**src/inc/bit_test_branch_pkg.sv**
```systemverilog
package bit_test_branch_pkg;
  // ===========================================
  // Widths
  localparam int unsigned WORD_W = 32;
  localparam int unsigned BITPOS_W = 5;
  localparam int unsigned CC_W = 3;
  localparam int unsigned DISP_HI = 12;
  localparam int unsigned DISP_LO = 2;
  localparam int unsigned DISP_W = DISP_HI - DISP_LO + 1;
  localparam int unsigned ALIGN_W = 2;
  // ===========================================
  // Condition code and reset values
  localparam logic [2:0] CC_CLEAR = 3'h0;
  localparam logic [2:0] CC_SET = 3'h2;
  localparam logic [2:0] CC_RESET = 3'h0;
  localparam logic [31:0] IP_RESET = 32'h0000_0000;
  // ===========================================
  // Operation select
  typedef enum logic {
    OP_BRANCH_IF_CLEAR,
    OP_BRANCH_IF_SET
  } bit_test_op_t;
endpackage

```
**src/hw/bit_select.sv**
```systemverilog
`timescale 1ns/1ps
module bit_select
  import bit_test_branch_pkg::*;
#(
  parameter int unsigned WIDTH = WORD_W
) (
  input wire logic [WIDTH-1:0] i_word,
  input wire logic [WORD_W-1:0] i_pos,
  output logic o_bit
);
  // Truncating the position is a modulo only when the width is a power of two
  if (WIDTH != (1 << BITPOS_W)) begin : g_chk_width
    $error("bit_select: WIDTH must equal 2**BITPOS_W");
  end

  // Only the low bits of the position count: modulo the word width
  always_comb begin
    o_bit = i_word[i_pos[BITPOS_W-1:0]];
  end
endmodule

```
**src/hw/bit_test_branch_unit.sv**
```systemverilog
`timescale 1ns/1ps
module bit_test_branch_unit
  import bit_test_branch_pkg::*;
(
  input wire logic i_ref_clk,
  input wire logic i_rst_n,
  input wire logic i_valid,
  input wire logic i_op_set,
  input wire logic [WORD_W-1:0] i_bitpos,
  input wire logic [WORD_W-1:0] i_src,
  input wire logic [WORD_W-1:0] i_disp,
  input wire logic [WORD_W-1:0] i_ip,
  input wire logic [WORD_W-1:0] i_next_ip,
  output logic o_done,
  output logic o_taken,
  output logic [CC_W-1:0] o_arithmetic_controls_cc,
  output logic [WORD_W-1:0] o_ip
);
  // ===========================================
  // Elaboration checks
  // The selector truncates the position, which is a modulo only for a power of two
  if (WORD_W != (1 << BITPOS_W)) begin : g_chk_word
    $error("bit_test_branch_unit: WORD_W must equal 2**BITPOS_W");
  end

  // The field is placed where it stands, so its low end must meet the alignment
  if (DISP_LO != ALIGN_W) begin : g_chk_align
    $error("bit_test_branch_unit: DISP_LO must equal ALIGN_W");
  end

  // At least one sign bit must remain above the field
  if (DISP_HI <= DISP_LO || DISP_HI >= WORD_W - 1) begin : g_chk_disp
    $error("bit_test_branch_unit: displacement field does not fit the word");
  end

  if (CC_W != $bits(CC_CLEAR) || CC_CLEAR == CC_SET) begin : g_chk_cc
    $error("bit_test_branch_unit: condition code constants do not fit CC_W");
  end

  // A reset pointer off the word grid could never be reached by a branch
  if (IP_RESET[ALIGN_W-1:0] != '0) begin : g_chk_ip_reset
    $error("bit_test_branch_unit: IP_RESET must be word aligned");
  end

  // ===========================================
  // Operation decode
  bit_test_op_t op;

  always_comb begin
    case (i_op_set)
      1'b1: begin
        op = OP_BRANCH_IF_SET;
      end
      default: begin
        op = OP_BRANCH_IF_CLEAR;
      end
    endcase
  end

  // ===========================================
  // Bit test
  // Register and literal positions arrive alike; only the low bits select
  logic tested_bit;

  bit_select #(.WIDTH(WORD_W)) u_sel (
    .i_word(i_src),
    .i_pos(i_bitpos),
    .o_bit(tested_bit)
  );

  // ===========================================
  // Displacement and target
  // Only field bits reach the adder; the rest of i_disp is ignored, which bounds the reach
  localparam int unsigned FILL_W = WORD_W - DISP_HI - 1;
  logic [FILL_W-1:0] sign_fill;
  logic [WORD_W-1:0] disp_ext;
  logic [WORD_W-ALIGN_W-1:0] ip_word;
  logic [WORD_W-ALIGN_W-1:0] disp_word;
  logic [WORD_W-ALIGN_W-1:0] sum_word;
  logic [WORD_W-1:0] target;

  for (genvar gi = 0; gi < FILL_W; gi++) begin : g_sign_fill
    assign sign_fill[gi] = i_disp[DISP_HI];
  end

  always_comb begin
    disp_ext = {sign_fill, i_disp[DISP_HI:DISP_LO], {ALIGN_W{1'b0}}};
    ip_word = i_ip[WORD_W-1:ALIGN_W];
    disp_word = disp_ext[WORD_W-1:ALIGN_W];
    // Word arithmetic: a carry out of the top drops, so the pointer wraps
    sum_word = ip_word + disp_word;
    target = {sum_word, {ALIGN_W{1'b0}}};
  end

  // ===========================================
  // Branch decision
  logic hit;

  always_comb begin
    hit = 1'b0;
    case (op)
      OP_BRANCH_IF_CLEAR: begin
        hit = ~tested_bit;
      end
      OP_BRANCH_IF_SET: begin
        hit = tested_bit;
      end
      // An operation outside the two never branches
      default: begin
        hit = 1'b0;
      end
    endcase
  end

  // ===========================================
  // Completion strobe
  // Stands one cycle after each request; an idle cycle clears it
  logic done_d;
  logic done_q;

  always_comb begin
    done_d = i_valid;
  end

  always_ff @(posedge i_ref_clk or negedge i_rst_n) begin
    if (!i_rst_n) begin
      done_q <= 1'b0;
    end else begin
      done_q <= done_d;
    end
  end

  // ===========================================
  // Taken strobe
  // Rises with the completion strobe only when the branch goes
  logic taken_d;
  logic taken_q;

  always_comb begin
    taken_d = i_valid & hit;
  end

  always_ff @(posedge i_ref_clk or negedge i_rst_n) begin
    if (!i_rst_n) begin
      taken_q <= 1'b0;
    end else begin
      taken_q <= taken_d;
    end
  end

  // ===========================================
  // Condition code
  // Both instructions leave 010 when the bit is one and 000 when it is zero
  logic [CC_W-1:0] cc_d;
  logic [CC_W-1:0] cc_q;

  always_comb begin
    // Idle cycles keep the last code for a later conditional branch
    cc_d = cc_q;
    if (i_valid) begin
      case (op)
        OP_BRANCH_IF_CLEAR: begin
          cc_d = hit ? CC_CLEAR : CC_SET;
        end
        OP_BRANCH_IF_SET: begin
          cc_d = hit ? CC_SET : CC_CLEAR;
        end
        default: begin
          cc_d = cc_q;
        end
      endcase
    end
  end

  always_ff @(posedge i_ref_clk or negedge i_rst_n) begin
    if (!i_rst_n) begin
      cc_q <= CC_RESET;
    end else begin
      cc_q <= cc_d;
    end
  end

  // ===========================================
  // Instruction pointer
  // Written on the same edge as the code, so the next instruction sees both
  logic [WORD_W-1:0] ip_d;
  logic [WORD_W-1:0] ip_q;

  always_comb begin
    ip_d = ip_q;
    if (i_valid) begin
      if (hit) begin
        ip_d = target;
      end else begin
        // Fall-through address is supplied by the fetch stage
        ip_d = i_next_ip;
      end
    end
  end

  always_ff @(posedge i_ref_clk or negedge i_rst_n) begin
    if (!i_rst_n) begin
      ip_q <= IP_RESET;
    end else begin
      ip_q <= ip_d;
    end
  end

  // ===========================================
  // Outputs
  // Straight from the registers, with no logic behind them
  assign o_done = done_q;
  assign o_taken = taken_q;
  assign o_arithmetic_controls_cc = cc_q;
  assign o_ip = ip_q;

endmodule

```
**config.mk**
```make
export PLATFORM = sky130hd
export DESIGN_NAME = bit_test_branch_unit
export DESIGN_NICKNAME = d
export VERILOG_FILES = /design/src/inc/bit_test_branch_pkg.sv /design/src/hw/bit_select.sv /design/src/hw/bit_test_branch_unit.sv
export SDC_FILE = /design/constraint.sdc
export NUM_CORES = 1
export LEC_CHECK = 0
export ABC_AREA = 1
export ABC_CLOCK_PERIOD_IN_PS = 800
export BUFFER_PORTS_ARGS = -buffer_cell sky130_fd_sc_hd__buf_4
export CAP_MARGIN = 20
export CORE_MARGIN = 2
export CORE_UTILIZATION = 49
export DETAILED_ROUTE_END_ITERATION = 10
export HOLD_SLACK_MARGIN = 0.12
export PLACE_DENSITY = 0.82
export SETUP_SLACK_MARGIN = 0.2
export SLEW_MARGIN = 20
export SYNTH_ARGS = -nofsm -noshare
export SYNTH_HDL_FRONTEND = slang
export SYNTH_SLANG_ARGS = --single-unit
```
**constraint.sdc**
```tcl
create_clock -name i_ref_clk -period 0.8 [get_ports i_ref_clk]
set_input_delay 0.08 -clock i_ref_clk [delete_from_list [all_inputs] [get_ports i_ref_clk]]
set_output_delay 0.08 -clock i_ref_clk [all_outputs]
set_load 0.005 [all_outputs]
```
==> flow_summary_export.csv, run 1 <==
group,metric,value,unit
clock_network,clockBufferDepth,2,
run_status,status,"aborted with a tool error",
clock_network,clock_sinks,35,
sta,worstEpCategory,"register input",
logic_synthesis,synthSimpleGateAreaFrac,0.5247,
floorplanning,ios,201,
logic_synthesis,yosysWarnings,0,
logic_synthesis,muxShareOfSynthArea,0,
sta,worst_endpoint,"o_ip[30]$_DFFE_PN0P_/D",
logic_synthesis,ys_seq_elements,35,
placed_design,pre_cts_slack,-1.224,ns
clock_network,htreeDepth,2,
logic_synthesis,synth_cell_types,29,
clock_network,cts_buffers,5,
logic_synthesis,yosys.area_share.adder,0.08402,
placed_design,place_congestion,0.9280,
logic_synthesis,synth_top_family_by_area,"simple AND/OR/NAND/NOR gates",
global_route,grt_max_degree,36,
logic_synthesis,netlist_instances,792,
floorplanning,start_util,0.5003,
run_status,error_line,"[ERROR DPL-0038] Utilization greater than 100%, impossible to legalize",
floorplanning,rows,35,
placed_design,dp_cells,1091,
placed_design,place_area,6651,µm²
logic_synthesis,synth.cell_area,4557,µm²
placed_design,dp_hpwl,11790,µm
logic_synthesis,synth_xor_xnor_area_share,0.02883,
floorplanning,die_w,100.4,µm
logic_synthesis,synth_compound_area_frac,0.01867,
clock_network,root_buffer,"clkbuf_8",
run_status,lastStage,"5_1_grt",
logic_synthesis,synth_seq_area_share,0.1922,
floorplanning,die-height,100.4,µm
logic_synthesis,avgSynthCellArea,5.754,µm²
placed_design,port_buffers,148,
## cell families after synthesis
logic type                 count (synthesis)
AOI/OAI and AO/OA                         16
xor gates and xnor gates                  15
adders and majority gates                 30
buffers and inverters                    159
DFF                                       35
other                                      1
and+or+nand+nor                          536
## Yosys cell counts (all sizes together)
library cell,n,share of area
dfrtp,35,0.19
nand4,11,0.015
nor3,3,0.0033
a21oi,12,0.013
nand3b,22,0.036
xnor2,15,0.029
o21bai,1,0.0016
buf,18,0.034
nand3,128,0.16
a21o,1,0.0016
conb,1,0.00082
o21ai,2,0.0022
and2,2,0.0027
ha,29,0.080
nor2,36,0.030
nand2,332,0.28
clkinv,1,0.00082
clkbuf,7,0.0058
fa,1,0.0044
inv,133,0.11
and3,2,0.0027
## per-stage QoR
stage / hold WS [ns] / TNS [ns]
after floorplan: -0.2156 / -18.00
after global placement: 0.05646 / -31.72
after detailed placement: 0.05801 / -32.88
after CTS: -0.2563 / -18.96
## what timing repair did
item	CTS
pin swaps	139
endpoints found under the hold margin	50
endpoints found under the setup margin	69
resized for setup	252
gates cloned	8
buffers inserted	41
==> inputs of run 2 (changes only) <==
Settings changed: CORE_UTILIZATION 49 to 40, HOLD_SLACK_MARGIN 0.12 to unset, PLACE_DENSITY 0.82 to unset, PLACE_DENSITY_LB_ADDON set to 0.15, SETUP_SLACK_MARGIN 0.2 to unset.
==> flow_summary_export.csv, run 2 <==
group,metric,value,unit
clock_network,clock_sinks,35,
placed_design,dp_hpwl,12290,µm
final_layout,final_net_count,1255,
logic_synthesis,netlist_instances,792,
global_route,antenna_found_initial,0,
sta,fin_skew,0,ns
worst_hold_path,holdPathStages,3,
flow_run,cap_viol_max_count,0,
final_layout,drive_gt1_frac,0.5819,
floorplanning,start_util,0.4149,
detailed_routing,vias_per_cell,5.432,
floorplanning,die_w,110.7,µm
clock_network,cts_tree,"built",
detailed_routing,vias,6529,
final_layout,largest_reg_flops,32,
logic_synthesis,yosysMostFrequentCell,"nand2_1",
logic_synthesis,synth_seq_area_share,0.1922,
clock_network,htreeDepth,2,
final_layout,layout.cells.non_filler,1202,
critical_path,cp_slowest_cell,"fa_2",
clock_network,cts_buffers,5,
critical_path,critical_path.startpoint_type,"primary input",
critical_path,path_class,"in2reg",
critical_path,crit_path_cell_trace,"buf_6, ha_4, fa_2, nand3_2, nand3_4, nand3_2, nand3b_1, nand2_1, nand3b_1, nand2_1, nand3_1, nand3_1, nand2_1",
placed_design,place_congestion,0.8922,
global_route,grt_max_degree,36,
global_route,grt_use_total,0.3094,
global_route,gr-total-overflow,0,
global_route,grt_pass1_wl,31240,µm
logic_synthesis,synth_ff_type,"dfrtp_1",
clock_network,clockBufferDepth,2,
floorplanning,die-area,12260,µm²
run_status,status,"finished, violations left",
sta,finalCritPeriodShare,1.919,
final_layout,mostFrequentLayoutCells,"197 x buf_4, 195 x nand2_1, 109 x inv_1, 101 x nand2_2, 68 x nand3_2",
critical_path,path_buf_inv,1,
logic_synthesis,ys_seq_elements,35,
logic_synthesis,post-synth-top-area-cell,"nand2_1",
placed_design,place_area,6753,µm²
critical_path,endpoint_kind,"register",
detailed_routing,drtAntennaViolNets,0,
floorplanning,coreArea,10980,µm²
clock_network,root_buffer,"clkbuf_16",
detailed_routing,drt_first_iter_violations,500,
placed_design,pre_cts_slack,-1.233,ns
critical_path,max_stage_delay,0.35,ns
worst_hold_path,hp-class,"in2reg",
critical_path,crit_top_cell,"nand2_1",
logic_synthesis,ys_async_sr_fraction,1.000,
placed_design,port_buffers,148,
floorplanning,die-height,110.7,µm
critical_path,worst_ep_required_time,0.97,ns
run_status,violations,"negative setup slack",
sta,rsz0062_at_grt,"yes",
logic_synthesis,synth_top_area_share,0.2710,
clock_network,clk_pin_slew_worst_paths,0.06,ns
final_layout,synthToLayoutAreaGrowth,102.8,%
power,powerDensity,1286,nW/µm²
detailed_routing,drc,0,
sta,layout_setup_ws,-0.7355,ns
detailed_routing,wl,21540,µm
logic_synthesis,synthTopCellsByArea,"nand2_1 27%, dfrtp_1 19%, nand3_1 13%",
placed_design,dp_cells,1127,
floorplanning,ios,201,
critical_path,arrival,1.71,ns
global_route,grt_pass1_vias,6334,
sta,hold_viol,0,
logic_synthesis,avgSynthCellArea,5.754,µm²
final_layout,final_cell_area,9241,µm²
critical_path,cp_max_fo,4,
logic_synthesis,synth_edf_count,0,
power,ir_drop,1.379,mV
critical_path,crit_cells,13,
logic_synthesis,synth_common_cells,"329 x nand2_1, 131 x inv_1, 114 x nand3_1",
detailed_routing,first_pass_iters,4,
sta,fmax,0.6513,GHz
sta,drv_slew,0,
sta,setup-violations-final,69,
logic_synthesis,synth.cell_area,4557,µm²
logic_synthesis,synth_cell_types,29,
critical_path,rr_worst_depth,3,
sta,setup_tns,-22.18,ns
floorplanning,rows,38,
detailed_routing,wire_per_inst,17.92,µm
final_layout,n_antenna_cell,0,
power,finalPower,0.01188,W
logic_synthesis,yosysWarnings,0,
critical_path,cp_top_family,"simple AND/OR/NAND/NOR gates",
sta,period_minus_slack,1.535,ns
final_layout,final_common_cell,"buf_4",
power,p_leak,4.876,nW
clock_network,clk_latency,0.28,ns
## run 2: area by class of cell
type                            count  area (µm²)
Clock buffer                        5       125.1
Clock inverter                      3       43.79
Fill cell                         611        1742
Inverter                          134       531.8
Multi-Input combinational cell    599        4644
Sequential cell                    35       875.8
Tap cell                          140       175.2
Timing Repair Buffer              285        2815
Timing Repair inverter              1       30.03
## run 2: final timing paths
kind / slack [ns] / end / from
worst max-delay path: -0.74 / o_ip[22]$_DFFE_PN0P_ / i_disp[2]
worst min-delay path: 0.05 / o_ip[0]$_DFFE_PN0P_ / i_next_ip[0]
worst max register to register: -0.05 / o_arithmetic_controls_cc[1]$_DFFE_PN0P_ / o_arithmetic_controls_cc[1]$_DFFE_PN0P_
worst min register to register: 0.50 / o_ip[12]$_DFFE_PN0P_ / o_ip[12]$_DFFE_PN0P_
max in group asynchronous: 0.30 / o_ip[1]$_DFFE_PN0P_ / i_rst_n
min in group asynchronous: 0.29 / o_ip[16]$_DFFE_PN0P_ / i_rst_n
## run 2: worst reg2reg max path: stages (launching register included)
cell and delay (ns):
dfrtp_1 0.42, buf_4 0.15, nand2_1 0.10, o21ai_2 0.07
## run 2: power breakdown
part | switching (W) | leakage [nW] | internal, W | total (W)
Sequential | 0.000259 | 0.426 | 0.00207 | 0.00233
Combinational | 0.00350 | 4.37 | 0.00375 | 0.00724
Clock | 0.000836 | 0.0838 | 0.00147 | 0.00231
## run 2: through the flow
step	util	hold slack [ns]
4_1_cts	0.7896	0.02489
2_1_floorplan	-	-0.2156
6_report	0.8414	0.05320
5_1_grt	0.8414	0.05971
3_3_place_gp	0.6148	0.04536
3_5_place_dp	0.6148	0.04642
## run 2: what timing repair did
| action | 4_1_cts | 5_1_grt |
|---|---|---|
| gates cloned | 15 | 2 |
| endpoints found under the setup margin | 69 | 69 |
| hold endpoints to repair | 35 | 0 |
| hold buffers | 1 | 0 |
| pin swaps | 112 | 81 |
| resized for setup | 292 | 110 |
| buffers inserted | 36 | 14 |
## run 2: cells by family (layout without fill, tap and decap cells)
logic type	Yosys count	after routing	synth area share
AO/OA/AOI/OAI	16	16	0.01867
XOR/XNOR	15	15	0.02883
adder cells (fa/ha/maj)	30	30	0.08402
buffers and inverters	159	428	0.1507
flip-flops	35	35	0.1922
other	1	2	0.0008229
AND/OR/NAND/NOR	536	536	0.5247
## run 2: per-layer routing
metal  GRT usage  wire length (µm)
met1      0.3630              8069
met4     0.09917              1034
met5           0                 0
met2      0.5840             11080
met3     0.03445              1356
Power figures use the tool's default switching activity.
